[src/verilog/fpes_pkg.sv]
// Purpose: Shared constants and types for the flash sequencer and security
// Assumes: 14-bit CPU address space, 8-bit data
// Notes:   Page select register offset is a local choice
package fpes_pkg;

  // ****************************************************************
  // Address map
  // ****************************************************************
  localparam logic [13:0] ADDR_DX       = 14'h000e;
  localparam logic [13:0] ADDR_PAGE_SEL = 14'h001f;
  localparam logic [13:0] ADDR_WOPT     = 14'h0208;
  localparam logic [13:0] ADDR_FCR      = 14'h0209;
  localparam logic [13:0] ADDR_SOB      = 14'h3ffc;
  localparam logic [13:0] RAM0_HI       = 14'h000e;
  localparam logic [13:0] RAM1_LO       = 14'h0050;
  localparam logic [13:0] RAM1_HI       = 14'h00bf;
  localparam logic [13:0] RAM2_LO       = 14'h0100;
  localparam logic [13:0] RAM2_HI       = 14'h017f;
  localparam logic [13:0] WIN_LO        = 14'h00c0;
  localparam logic [13:0] WIN_HI        = 14'h00ff;
  localparam logic [13:0] FLASH_LO      = 14'h1000;
  localparam logic        RAM_HAS_THIRD = 1'b1;

  // ****************************************************************
  // RAM storage layout
  // ****************************************************************
  localparam int unsigned RAM_DEPTH = 255;
  localparam logic [7:0]  RAM1_BASE = 8'h0f;
  localparam logic [7:0]  RAM2_BASE = 8'h7f;

  // ****************************************************************
  // Register fields and reset values
  // ****************************************************************
  localparam int unsigned FCR_PGM  = 0;
  localparam int unsigned FCR_MASS = 2;
  localparam int unsigned FCR_HV   = 3;
  localparam int unsigned OPT_SEC  = 0;
  localparam int unsigned ROW_LSB  = 6;
  localparam logic [7:0]  PAGE_SEL_RST = 8'h00;
  localparam logic [7:0]  ZERO_BYTE    = 8'h00;

  typedef enum logic [3:0]
  {
    SEQ_IDLE    = 4'h1,
    SEQ_ARMED   = 4'h2,
    SEQ_LATCHED = 4'h4,
    SEQ_HIGH    = 4'h8
  } fpes_seq_t;

endpackage

[src/verilog/fpes_ram_if.sv]
// Purpose: Carrier between the controller and its RAM store
// Assumes: Single port, combinational read of flip-flop storage
// Notes:   None
`timescale 1ns/1ps
`default_nettype none
interface fpes_ram_if;
  logic [7:0] idx;
  logic [7:0] wdata;
  logic       we;
  logic [7:0] rdata;
  modport ctrl  (output idx, output wdata, output we, input rdata);
  modport store (input idx, input wdata, input we, output rdata);
endinterface
`default_nettype wire

[src/verilog/fpes_sync2.sv]
// Purpose: Two flip-flop synchroniser for a pin level
// Assumes: Input is asynchronous to core_clk_i
// Notes:   No reset, so a strap level is seen while reset is held
`timescale 1ns/1ps
`default_nettype none
module fpes_sync2
(
  input  wire logic core_clk_i,
  input  wire logic d_i,
  output logic      q_o
);
  typedef struct packed
  {
    logic ff1;
    logic ff2;
  } fpes_sync_st_t;

  fpes_sync_st_t st;
  fpes_sync_st_t next_st;

  always_comb
  begin
    next_st.ff1 = d_i;
    next_st.ff2 = st.ff1;
  end

  always_ff @(posedge core_clk_i)
  begin
    st <= next_st;
  end

  assign q_o = st.ff2;
endmodule
`default_nettype wire

[src/verilog/fpes_ram.sv]
// Purpose: RAM store held in flip-flops
// Assumes: Index already mapped from the CPU address
// Notes:   Never cleared, so contents survive reset and low-power modes
`timescale 1ns/1ps
`default_nettype none
module fpes_ram
  import fpes_pkg::*;
(
  input  wire logic    core_clk_i,
  fpes_ram_if.store    ram
);
  typedef struct packed
  {
    logic [RAM_DEPTH-1:0][7:0] mem;
  } fpes_ram_st_t;

  fpes_ram_st_t st;
  fpes_ram_st_t next_st;

  always_comb
  begin
    next_st = st;
    if (ram.we && (ram.idx < 8'(RAM_DEPTH)))
    begin
      next_st.mem[ram.idx] = ram.wdata;
    end
  end

  // No reset and no clock gate here: data is kept across wait/stop
  always_ff @(posedge core_clk_i)
  begin
    st <= next_st;
  end

  assign ram.rdata = (ram.idx < 8'(RAM_DEPTH)) ? st.mem[ram.idx] : ZERO_BYTE;
endmodule
`default_nettype wire

[src/verilog/fpes_top.sv]
// Purpose: Flash program/erase control, option load, security and RAM
// Assumes: reset_i held at least 3 edges; flash_rdata_i follows
//          flash_addr_o in the same cycle
// Notes:   Delay times between steps are timed by software, not here
//
// How it works
// - RAM keeps its contents through wait and stop modes.
// - RAM byte $0E reached through D[X] with X=$0E or $CE page 0.
// - RAM at $0000-$000D, $0050-$00BF and $0100-$017F.
// - Programming works on aligned 64-byte rows.
// - Setting program_select arms capture of a flash write's address/data.
// - Secured: debug or pin-enabled flash reads are blocked and return zero.
// - Every reset copies the stored option byte into the working register.
// - Security code bit 1 unsecured, 0 secured from next reset.
// - Mass erase then any reset removes security.
// - Secured normal boot clears debug_pin_enable and blocks debug.
// - Working option bits 7..1 read 0; writes ignored.
// - Debug controller can mass erase through the flash control register, except after a secured normal boot.
// - High voltage sets only with a select bit and correct sequence.
// - program_select and mass_erase_select never both set.
// - Secured: writes to program_select ignored.
// - page_select supplies address bits 6..13 through the window.
`timescale 1ns/1ps
`default_nettype none
module fpes_top
  import fpes_pkg::*;
(
  input  wire logic        core_clk_i,
  input  wire logic        reset_i,
  input  wire logic [13:0] bus_addr_i,
  input  wire logic [7:0]  bus_wdata_i,
  input  wire logic        bus_wr_i,
  input  wire logic        bus_rd_i,
  input  wire logic        bus_debug_i,
  input  wire logic [7:0]  index_reg_i,
  input  wire logic        debug_pin_enable_i,
  input  wire logic        mode_select_pin_i,
  input  wire logic [7:0]  flash_rdata_i,
  output logic [7:0]       bus_rdata_o,
  output logic [13:0]      flash_addr_o,
  output logic             flash_prog_o,
  output logic [13:0]      flash_prog_addr_o,
  output logic [7:0]       flash_prog_data_o,
  output logic             flash_erase_o,
  output logic             flash_hv_o,
  output logic [7:0]       flash_ctrl_o,
  output logic             secured_o,
  output logic             debug_pin_clear_o,
  output logic             debug_block_o
);
  import fpes_pkg::*;

  // ****************************************************************
  // State
  // ****************************************************************
  typedef struct packed
  {
    logic        program_select;
    logic        mass;
    logic        hv;
    logic        opt_sec;
    logic        normal_boot;
    logic [7:0]  page_sel;
    fpes_seq_t   seq;
    logic [7:0]  row;
    logic [7:0]  rdata;
    logic        prog;
    logic [13:0] prog_addr;
    logic [7:0]  prog_data;
  } fpes_st_t;

  fpes_st_t st;
  fpes_st_t next_st;

  fpes_ram_if ram_bus ();

  logic        mode_q;
  logic [13:0] ind_addr;
  logic [13:0] eff_addr;
  logic        secured;
  logic        dbg_blocked;
  logic        flash_hit;
  logic        ram_hit;
  logic [7:0]  ram_idx;

  fpes_sync2 u_mode_sync
  (
    .core_clk_i (core_clk_i),
    .d_i        (mode_select_pin_i),
    .q_o        (mode_q)
  );

  fpes_ram u_ram
  (
    .core_clk_i (core_clk_i),
    .ram        (ram_bus.store)
  );

  // ****************************************************************
  // Address resolution
  // ****************************************************************
  // Bit value 0 means secured, 1 (erased) means open
  assign secured = ~st.opt_sec;

  // Indirect location takes its address from the index register
  assign ind_addr = (bus_addr_i == ADDR_DX) ? {6'h00, index_reg_i}
                                            : bus_addr_i;

  always_comb
  begin
    eff_addr = ind_addr;
    if ((ind_addr >= WIN_LO) && (ind_addr <= WIN_HI))
    begin
      eff_addr = {st.page_sel, ind_addr[ROW_LSB-1:0]};
    end
  end

  // Three RAM sections packed into one index space
  always_comb
  begin
    ram_hit = 1'b0;
    ram_idx = ZERO_BYTE;
    if (eff_addr <= RAM0_HI)
    begin
      ram_hit = 1'b1;
      ram_idx = eff_addr[7:0];
    end
    else if ((eff_addr >= RAM1_LO) && (eff_addr <= RAM1_HI))
    begin
      ram_hit = 1'b1;
      ram_idx = 8'(eff_addr - RAM1_LO) + RAM1_BASE;
    end
    else if (RAM_HAS_THIRD && (eff_addr >= RAM2_LO) && (eff_addr <= RAM2_HI))
    begin
      ram_hit = 1'b1;
      ram_idx = 8'(eff_addr - RAM2_LO) + RAM2_BASE;
    end
  end

  assign flash_hit = (eff_addr >= FLASH_LO);

  // A secured normal boot shuts the debug link out entirely
  assign dbg_blocked = bus_debug_i && secured && st.normal_boot;

  assign ram_bus.idx   = ram_idx;
  assign ram_bus.wdata = bus_wdata_i;
  assign ram_bus.we    = bus_wr_i && ram_hit && !dbg_blocked;

  // ****************************************************************
  // Next state
  // ****************************************************************
  always_comb
  begin
    logic w_pgm;
    logic w_mass;
    logic w_hv;
    logic n_pgm;
    logic n_mass;

    w_pgm   = bus_wdata_i[FCR_PGM];
    w_mass  = bus_wdata_i[FCR_MASS];
    w_hv    = bus_wdata_i[FCR_HV];
    n_pgm   = st.program_select;
    n_mass  = st.mass;
    next_st = st;
    next_st.prog = 1'b0;

    if (reset_i)
    begin
      next_st.program_select         = 1'b0;
      next_st.mass        = 1'b0;
      next_st.hv          = 1'b0;
      next_st.page_sel    = PAGE_SEL_RST;
      next_st.seq         = SEQ_IDLE;
      next_st.row         = ZERO_BYTE;
      next_st.rdata       = ZERO_BYTE;
      next_st.prog_addr   = ADDR_SOB;
      next_st.prog_data   = ZERO_BYTE;
      // Option byte reloaded on every reset; erase clears it to 1
      next_st.opt_sec     = flash_rdata_i[OPT_SEC];
      next_st.normal_boot = mode_q;
    end
    else
    begin
      // ************************************************************
      // Reads, answered one cycle later
      // ************************************************************
      if (bus_rd_i)
      begin
        next_st.rdata = ZERO_BYTE;
        if (dbg_blocked)
        begin
          next_st.rdata = ZERO_BYTE;
        end
        else if (ram_hit)
        begin
          next_st.rdata = ram_bus.rdata;
        end
        else if (eff_addr == ADDR_PAGE_SEL)
        begin
          next_st.rdata = st.page_sel;
        end
        else if (eff_addr == ADDR_WOPT)
        begin
          next_st.rdata = {7'h00, st.opt_sec};
        end
        else if (eff_addr == ADDR_FCR)
        begin
          next_st.rdata = flash_ctrl_o;
        end
        else if (flash_hit)
        begin
          // Secure contents hidden from debug and pin-enabled access
          if (secured && (bus_debug_i || debug_pin_enable_i))
          begin
            next_st.rdata = ZERO_BYTE;
          end
          else
          begin
            next_st.rdata = flash_rdata_i;
          end
        end
      end

      // ************************************************************
      // Writes
      // ************************************************************
      if (bus_wr_i && !dbg_blocked)
      begin
        if (eff_addr == ADDR_PAGE_SEL)
        begin
          next_st.page_sel = bus_wdata_i;
        end
        else if (eff_addr == ADDR_FCR)
        begin
          // Debug host reaches this register like the CPU does
          n_pgm  = secured ? st.program_select : w_pgm;
          n_mass = w_mass;
          // Under high voltage selects may only drop: no step skipped
          if (st.seq == SEQ_HIGH)
          begin
            n_pgm  = n_pgm && st.program_select;
            n_mass = n_mass && st.mass;
          end
          if (n_pgm && n_mass)
          begin
            n_pgm  = st.program_select;
            n_mass = st.mass;
          end
          next_st.program_select  = n_pgm;
          next_st.mass = n_mass;
          if (!w_hv)
          begin
            next_st.hv = 1'b0;
          end
          else if (!st.hv && (n_pgm || n_mass) && (st.seq == SEQ_LATCHED))
          begin
            next_st.hv  = 1'b1;
            next_st.seq = SEQ_HIGH;
          end
          if ((st.seq == SEQ_IDLE) && (n_pgm || n_mass))
          begin
            next_st.seq = SEQ_ARMED;
          end
        end
        else if (flash_hit)
        begin
          case (st.seq)
            SEQ_ARMED:
            begin
              // Dummy write picks the row for the rest of the job
              next_st.row = eff_addr[13:ROW_LSB];
              next_st.seq = SEQ_LATCHED;
            end
            SEQ_HIGH:
            begin
              if (st.program_select && st.hv && (eff_addr[13:ROW_LSB] == st.row))
              begin
                next_st.prog      = 1'b1;
                next_st.prog_addr = eff_addr;
                next_st.prog_data = bus_wdata_i;
              end
            end
            default:
            begin
              // Plain array writes are dropped
              next_st.prog = 1'b0;
            end
          endcase
        end
      end

      // Abandoned or finished sequences fall back to idle; other bus
      // traffic between steps leaves the sequence where it is
      if (!next_st.program_select && !next_st.mass && !next_st.hv)
      begin
        next_st.seq = SEQ_IDLE;
      end
      else if ((st.seq != SEQ_HIGH) && !next_st.program_select && !next_st.mass)
      begin
        next_st.seq = SEQ_IDLE;
      end
    end
  end

  always_ff @(posedge core_clk_i)
  begin
    st <= next_st;
  end

  // ****************************************************************
  // Outputs
  // ****************************************************************
  // During reset the array is pointed at the stored option byte
  assign flash_addr_o      = reset_i ? ADDR_SOB : eff_addr;
  assign bus_rdata_o       = st.rdata;
  assign flash_prog_o      = st.prog;
  assign flash_prog_addr_o = st.prog_addr;
  assign flash_prog_data_o = st.prog_data;
  assign flash_erase_o     = st.mass && st.hv;
  assign flash_hv_o        = st.hv;
  assign flash_ctrl_o      = {4'h0, st.hv, st.mass, 1'b0, st.program_select};
  assign secured_o         = secured;
  assign debug_pin_clear_o = secured && st.normal_boot;
  assign debug_block_o     = secured && st.normal_boot;
endmodule
`default_nettype wire

[config.mk]
export PLATFORM = sky130hd
export DESIGN_NAME = fpes_top
export DESIGN_NICKNAME = d
export VERILOG_FILES = /design/src/verilog/fpes_pkg.sv /design/src/verilog/fpes_ram_if.sv /design/src/verilog/fpes_sync2.sv /design/src/verilog/fpes_ram.sv /design/src/verilog/fpes_top.sv
export SDC_FILE = /design/constraint.sdc
export NUM_CORES = 2
export LEC_CHECK = 0
export ABC_AREA = 1
export BUFFER_PORTS_ARGS = -buffer_cell sky130_fd_sc_hd__buf_2
export CAP_MARGIN = 5
export CORE_AREA = 2 2 716 504
export CTS_CLUSTER_SIZE = 40
export DETAILED_ROUTE_END_ITERATION = 16
export DIE_AREA = 0 0 718 506
export REMOVE_ABC_BUFFERS = 1
export SLEW_MARGIN = 40
export SYNTH_ARGS = -nofsm -noshare
export SYNTH_HDL_FRONTEND = slang
export SYNTH_HIERARCHICAL = 1
export SYNTH_SLANG_ARGS = --single-unit
[constraint.sdc]
create_clock -name core_clk_i -period 5.9 [get_ports core_clk_i]
set_input_delay 1.18 -clock core_clk_i [delete_from_list [all_inputs] [get_ports core_clk_i]]
set_output_delay 1.18 -clock core_clk_i [all_outputs]
set_load 0.005 [all_outputs]
# After elaboration in Yosys (flattened, before gate mapping)
# Index checks and enable logic that the tools add are counted.
[classes] n_addsub=4 order_cmp=11 eq_ne=12 muxes=56 bitwise_logic=6 n_reduce_logical=40
[op_table] cell="bitwise mux 2040 bit" n=1
[op_table] cell="2-to-1 mux 8 bit" n=13
[op_table] cell="binary-select mux 8 bit (select 8 bit)" n=1
[op_table] cell="demux 8 bit (select 8 bit)" n=1
[op_table] cell="2-to-1 mux 14 bit" n=3
[op_table] cell="equality test 14 x 10 -> 1 bit, second input constant" n=2
[op_table] cell="less-or-equal comparator 14 x 8 -> 1 bit, second input constant" n=2
[op_table] cell="2-to-1 mux 1 bit" n=26
[op_table] cell="logical AND 1 bit" n=25
[op_table] cell="2-to-1 mux 12 bit" n=2
[op_table] cell="2-to-1 mux 23 bit" n=1
[op_table] cell="2-to-1 mux 4 bit" n=4
[op_table] cell="equality test 14 x 4 -> 1 bit, second input constant" n=1
[op_table] cell="equality test 14 x 5 -> 1 bit, second input constant" n=1
[op_table] cell=">= comparator 14 x 13 -> 1 bit, second input constant" n=1
[op_table] cell=">= comparator 14 x 7 -> 1 bit, second input constant" n=1
[op_table] cell=">= comparator 14 x 8 -> 1 bit, second input constant" n=1
[op_table] cell=">= comparator 14 x 9 -> 1 bit, second input constant" n=1
[op_table] cell="less-or-equal comparator 14 x 4 -> 1 bit, second input constant" n=1
[op_table] cell="less-or-equal comparator 14 x 9 -> 1 bit, second input constant" n=1
[op_table] cell="2-to-1 mux 3 bit" n=4
[op_table] cell="AND reduction 6 bit" n=2
[op_table] cell="less-than comparator 8 x 9 -> 1 bit, second input constant" n=1
[op_table] cell="adder 8 x 4 -> 8 bit, second input constant" n=1
[op_table] cell="other kinds (21)" n=32
[word_totals] regBits=2098 input_bits=45 output_inout_bits=58 wordCells=398

# Longest topological paths before layout
[logic_depth] word_depth=29 mapped_depth=38 mapped_depth_nobuf=35

# Cells and area by module
# Netlist, hierarchy kept.
[by_module_without_submodules] mod="fpes_ram" n_inst=1 cells_each=8118 area_each_um2=84710.0 seq_area_each_um2=61258.8
[by_module_without_submodules] mod="fpes_top" n_inst=1 cells_each=620 area_each_um2=3987.6 seq_area_each_um2=1141.1
[by_module_without_submodules] mod="fpes_sync2" n_inst=1 cells_each=2 area_each_um2=40.0 seq_area_each_um2=40.0

# Least setup slack after synthesis
# OpenSTA, ideal clock, no wires.
[synth_timing] kind="input -> register" from="input bus_addr_i[10]" to="register u_ram/st[1080] in the netlist's numbering, enable pin" setup_ns=0.370 arrival_time_ns=4.425 t_required_ns=5.530 slack_ns=1.105 path_stages=21 path_buffers=4 path_cell_list="nor2_1 > nand2_1 > nor2_4 > nand3_1 > nand2_2 > buf_6 > nand4_1 > nand2_1 > nand2_2 > nor2_8 > nand3_2 > nand3_2 > inv_2 > nor2_1 > inv_2 > nor2_1 > clkbuf_1 > buf_2 > nand4_1 > clkbuf_1 > nor2_1"
[synth_between] word_cells_on_any_way=27 classes_between="add/sub: 4; order compare: 8; eq/ne: 1; mux: 8; reduce/logical: 6"
[synth_lines] item="start, declared" line="fpes_top.sv:30" rtl="input wire logic [13:0] bus_addr_i,"
[synth_lines] item="equality test 14 x 4 -> 1 bit" line="fpes_top.sv:106" rtl="assign ind_addr = (bus_addr_i == ADDR_DX) ? {6'h00, index_reg_i}"
[synth_lines] item="2-to-1 mux 14 bit (*)" line="fpes_top.sv:106"
[synth_lines] item=">= comparator 14 x 8 -> 1 bit or less-or-equal comparator 14 x 8 -> 1 bit (tied branches)" line="fpes_top.sv:112" rtl="if ((ind_addr >= WIN_LO) && (ind_addr <= WIN_HI))"
[synth_lines] item="logical AND 1 bit" line="fpes_top.sv:112"
[synth_lines] item="2-to-1 mux 14 bit (*)" line="fpes_top.sv:112"
[synth_lines] item=">= comparator 14 x 9 -> 1 bit or less-or-equal comparator 14 x 9 -> 1 bit (tied branches)" line="fpes_top.sv:133" rtl="else if (RAM_HAS_THIRD && (eff_addr >= RAM2_LO) && (eff_addr <= RAM2_HI))"
[synth_lines] item="logical AND 1 bit" line="fpes_top.sv:133"
[synth_lines] item="2-to-1 mux 8 bit" line="fpes_top.sv:133"
[synth_lines] item="2-to-1 mux 8 bit" line="fpes_top.sv:128" rtl="else if ((eff_addr >= RAM1_LO) && (eff_addr <= RAM1_HI))"
[synth_lines] item="2-to-1 mux 8 bit (*)" line="fpes_top.sv:123" rtl="if (eff_addr <= RAM0_HI)"
[synth_lines] item="via ram_bus.idx[2]" line="fpes_ram_if.sv:7" rtl="logic [7:0] idx;"
[synth_lines] item="less-than comparator 8 bit (*)" line="fpes_ram.sv:23" rtl="if (ram.we && (ram.idx < 8'(RAM_DEPTH)))"
[synth_lines] item="logical AND 1 bit (*)" line="fpes_ram.sv:23"
[synth_lines] item="end signal, assigned" line="fpes_ram.sv:32" rtl="st <= next_st;"
[synth_lines] item="end, declared" line="fpes_ram.sv:17" rtl="fpes_ram_st_t st;"
# Mark *: on every way through the listed nets, which the timed path passes. The rest lies on a longest branch.
# A chain may end at the register's enable or synchronous reset.

# Worst setup path in the final report
[layout_timing] from="input bus_addr_i[7]" to="register st (netlist bit bus_rdata_o[1])"
[layout_between] elab_chain_len=15 word_cells_on_any_way=37 classes_between="add/sub: 4; order compare: 9; eq/ne: 4; mux: 17; reduce/logical: 3"
[layout_lines] item="equality test 14 x 4 -> 1 bit" line="fpes_top.sv:106"
[layout_lines] item="2-to-1 mux 14 bit (*)" line="fpes_top.sv:106"
[layout_lines] item=">= comparator 14 x 8 -> 1 bit or less-or-equal comparator 14 x 8 -> 1 bit (tied branches)" line="fpes_top.sv:112"
[layout_lines] item="logical AND 1 bit" line="fpes_top.sv:112"
[layout_lines] item="2-to-1 mux 14 bit (*)" line="fpes_top.sv:112"
[layout_lines] item=">= comparator 14 x 9 -> 1 bit or less-or-equal comparator 14 x 9 -> 1 bit (tied branches)" line="fpes_top.sv:133"
[layout_lines] item="logical AND 1 bit" line="fpes_top.sv:133"
[layout_lines] item="2-to-1 mux 8 bit" line="fpes_top.sv:133"
[layout_lines] item="2-to-1 mux 8 bit" line="fpes_top.sv:128"
[layout_lines] item="2-to-1 mux 8 bit (*)" line="fpes_top.sv:123"
[layout_lines] item="via ram_bus.idx[0]" line="fpes_ram_if.sv:7"
[layout_lines] item="binary-select mux 8 bit (select 8 bit)" line="fpes_ram.sv:35" rtl="assign ram.rdata = (ram.idx < 8'(RAM_DEPTH)) ? st.mem[ram.idx] : ZERO_BYTE;"
[layout_lines] item="2-to-1 mux 8 bit (implied by the code)" line="fpes_ram.sv:35"
[layout_lines] item="2-to-1 mux 8 bit (*)" line="fpes_ram.sv:35"
[layout_lines] item="via ram_bus.rdata[1]" line="fpes_ram_if.sv:10" rtl="logic [7:0] rdata;"
[layout_lines] item="2-to-1 mux 8 bit (*)" line="fpes_top.sv:195" rtl="else if (ram_hit)"
[layout_lines] item="2-to-1 mux 8 bit (*)" line="fpes_top.sv:191" rtl="if (dbg_blocked)"
[layout_lines] item="end signal, assigned" line="fpes_top.sv:308" rtl="st <= next_st;"
[layout_lines] item="end, declared" line="fpes_top.sv:72" rtl="fpes_st_t st;"
# Mark *: on every way through the listed nets, which the timed path passes. The rest lies on a longest branch. The select of a mux whose other input is x is not followed.

==> flow_summary.ini <==
[cts]
cts-root-buf = clkbuf_16
htree_num_levels = 4
post_cts_buffers = 0
cts.hold.buffers_added = 0
cts_tree = built
clock_latency_ns = 0.86
clock_path_buffers = 4
cts_buffers = 193
cts.sinks = 2098
cts.clk_slew.worst_paths_ns = 0.07
cts_resized = 0

[layout]
final_cells = 14000
postLayoutCellArea_mm2 = 0.105
drive_above_1_share_pct = 11.0
nets = 9175
fin_util_pct = 29.4
n_fill_cell = 36600
syn2layout_area_growth_pct = 18.2

[sta]
fmax_mhz = 190
setup_ws_ns = 0.645
drv_slew = 0
final.setup_skew_ns = 0.0640
fin_crit_sh_pct = 89.1
finalCriticalPeriod_ns = 5.26
slew_headroom_pct = 41.7
setup_violations = 0
finalSetupTns_ns = 0
hold_viol_final = 0
rsz0062_at_grt = false
tightest_slew_ns = 0.872

[floorplan]
io_pins = 103
dieArea_mm2 = 0.363
rows = 184
fp.dieW_um = 718
die_h_um = 506
initial_core_util_pct = 24.9
coreArea_mm2 = 0.357

[routing]
routed_wl_um = 258000
antenna_left = 0
wl_per_cell_um = 18.4
drt_iter0_markers = 7811
drc = 0
dr.pass1.iters = 6
via_per_inst = 4.41
dr_total_vias = 61900

[power]
p_leak_nw = 41.7
ir_drop_v = 0.000223
p_per_area_mw_per_mm2 = 292

[critical_path]
reg2reg_from = st[50]
cp-start-kind = input pin
cp_max_fo = 49
crit_top_cell = nand2_1
critPathSlowestCell = o21ai_1
rrSetupSlack_ns = 1.42
worst_ep_required_time_ns = 6.58
critPathLaunch = bus_addr_i[7]
worst_path_largest_cell_delay_ns = 0.49
path_delay_family = simple AND/OR/NAND/NOR gates
endpoint_kind = flop
arrival_ns = 5.94
crit_buf_inv = 10
rr_endpoint = bus_rdata_o[1]
worst-setup-path-type = input pin to flop
ff2ff_path_depth = 31

[synth]
synth_edf_count = 2042
syn_inst = 8740
synth_top_area_share_pct = 69.1
syn-cell-area_mm2 = 0.0887
syn_area_per_cell_um2 = 10.2
yosys_warnings = 6
async_flop_share_pct = 0
ys_seq_area_share_pct = 70.4
synth.area.top_cells = edfxtp_1 69%, nand2_1 22%, nor2_1 1.8%, nand3_1 1.3%, dfxtp_1 1.3%
yosys_most_used_dff = edfxtp_1
ys_seq_elements = 2098
synth.distinct_cells = 42
yosysTopAreaCell = edfxtp_1

[worst_hold_path]
holdPathEnd = u_mode_sync/q_o
hp-class = flop to flop
hp-start = u_mode_sync/next_st[0]
min_path_cells = 0

[grt]
met2_usage_pct = 18.9
use_met3_pct = 3.14
gr-total-overflow = 0
groute.usage.overall_pct = 13.7
top_usage_layer = met1
grt_first_pass_wirelength_um = 379000
grt_max_degree = 152
antenna_found_initial = 8
grt_util_met1_pct = 21.5
first_global_vias = 57100

[outcome]
outcome = completed

[placement]
routabilityCongestion = 0.892
post-place-ws_ns = -0.0546
dpl-instance-area_mm2 = 0.0985
hpwl_um = 161000
placedCellCount = 13700
io_buffers = 97

[run]
cap_violations = 0
## worst max path at each step
stage,cells past startpoint,endpoint,slack (ns)
floorplan,13,u_ram/st[1056],-59.38
global placement,36,bus_rdata_o[1],-0.09
detailed placement,36,bus_rdata_o[1],-0.05
CTS,36,bus_rdata_o[1],0.79
global route,35,bus_rdata_o[1],0.29
finish,36,bus_rdata_o[1],0.64
## per-layer routing
layer | vias up | routed length (um) | part of all wire, %
met5 | - | 0 | 0
met4 | 0 | 4630 | 1.8
met3 | 287 | 27700 | 11
met2 | 2705 | 104000 | 40
met1 | 29600 | 122000 | 47
li1 | 29300 | - | -
## cells in the mapped netlist, drive strengths merged (2+ instances only)
library cell and n:
nand3 246, o21ai 158, buf 227, nor2 431
inv 107, ha 4, edfxtp 2042, dfxtp 56
xor2 7, nand4 33, a21oi 52, clkinv 2
nor4 2, nand2 5095, clkbuf 256, nor3 12
o21a 2
## through the flow
stage | hold WS, ns | total power, mW
after floorplan | 0.310 | 17.6
after global placement | 0.311 | 18.1
after detailed placement | 0.316 | 18.1
after CTS | 0.333 | 30.8
after global routing | 0.336 | 31.5
final | 0.330 | 30.6
## sequential cells by signal (all words and copies together) (netlist names), 2 cells and up
| name | count |
|---|---|
| bus_rdata_o | 8 |
| flash_ctrl_o | 2 |
| flash_prog_data_o | 8 |
| flash_prog_addr_o | 14 |
| st | 22 |
| u_ram/st | 2040 |
## worst register-to-register path: cells and delay by family, from the launching register on
family / cells / cell delay (ns)
compound gates: 3 / 0.64
buf+inv: 9 / 1.59
flops: 1 / 0.31
simple gates: 19 / 1.78
## cells in the final DEF, fill, tap and decap left out, types with 5 or more instances in the layout
master	Yosys	final
a21oi_1	47	47
a21oi_2	5	5
buf_12	0	80
buf_2	148	89
buf_4	41	489
buf_8	0	8
bufinv_16	0	24
clkbuf_1	256	42
clkbuf_16	0	195
clkinv_1	2	33
clkinv_2	0	31
clkinvlp_4	0	7
conb_1	1	5
dfxtp_1	56	56
edfxtp_1	2042	2042
inv_1	95	93
inv_2	12	9
nand2_1	5085	5077
nand2_2	8	16
nand3_1	237	229
nand3_2	7	15
nand4_1	32	32
nor2_1	419	412
nor2_2	8	7
nor2_4	2	10
nor3_1	9	9
o21ai_0	49	48
o21ai_1	108	108
xor2_1	5	5
## kinds of logic after synthesis
kind of cell    Yosys count  share of synthesized area, %
buf+inv                 592                          2.92
compound gates          216                          1.26
other cells               1                       0.00423
fa+ha+maj                 4                        0.0564
flops                  2098                          70.4
xor+xnor                  8                        0.0959
simple gates           5821                          25.3
## report_power, final
part	total [mW]	internal, mW	switching [mW]
clock network	12.8	7.18	5.64
logic	1.46	0.358	1.10
registers	16.3	16.3	0.00474
total	30.6	23.9	6.74
## cell type report
| cell class | instances | area (um^2) | share of cell area (%) |
|---|---|---|---|
| inverters | 109 | 437 | 0.416 |
| flip-flops and latches | 2098 | 62400 | 59.5 |
| clock buffers | 241 | 5090 | 4.86 |
| diodes | 2 | 5.00 | 0.00477 |
| repair buffers | 670 | 5930 | 5.66 |
| multi-input cells | 6054 | 23900 | 22.7 |
| well taps | 4743 | 5930 | 5.66 |
| clock inverters | 101 | 1160 | 1.11 |
Note: power is estimated with default switching activity, not from simulation.
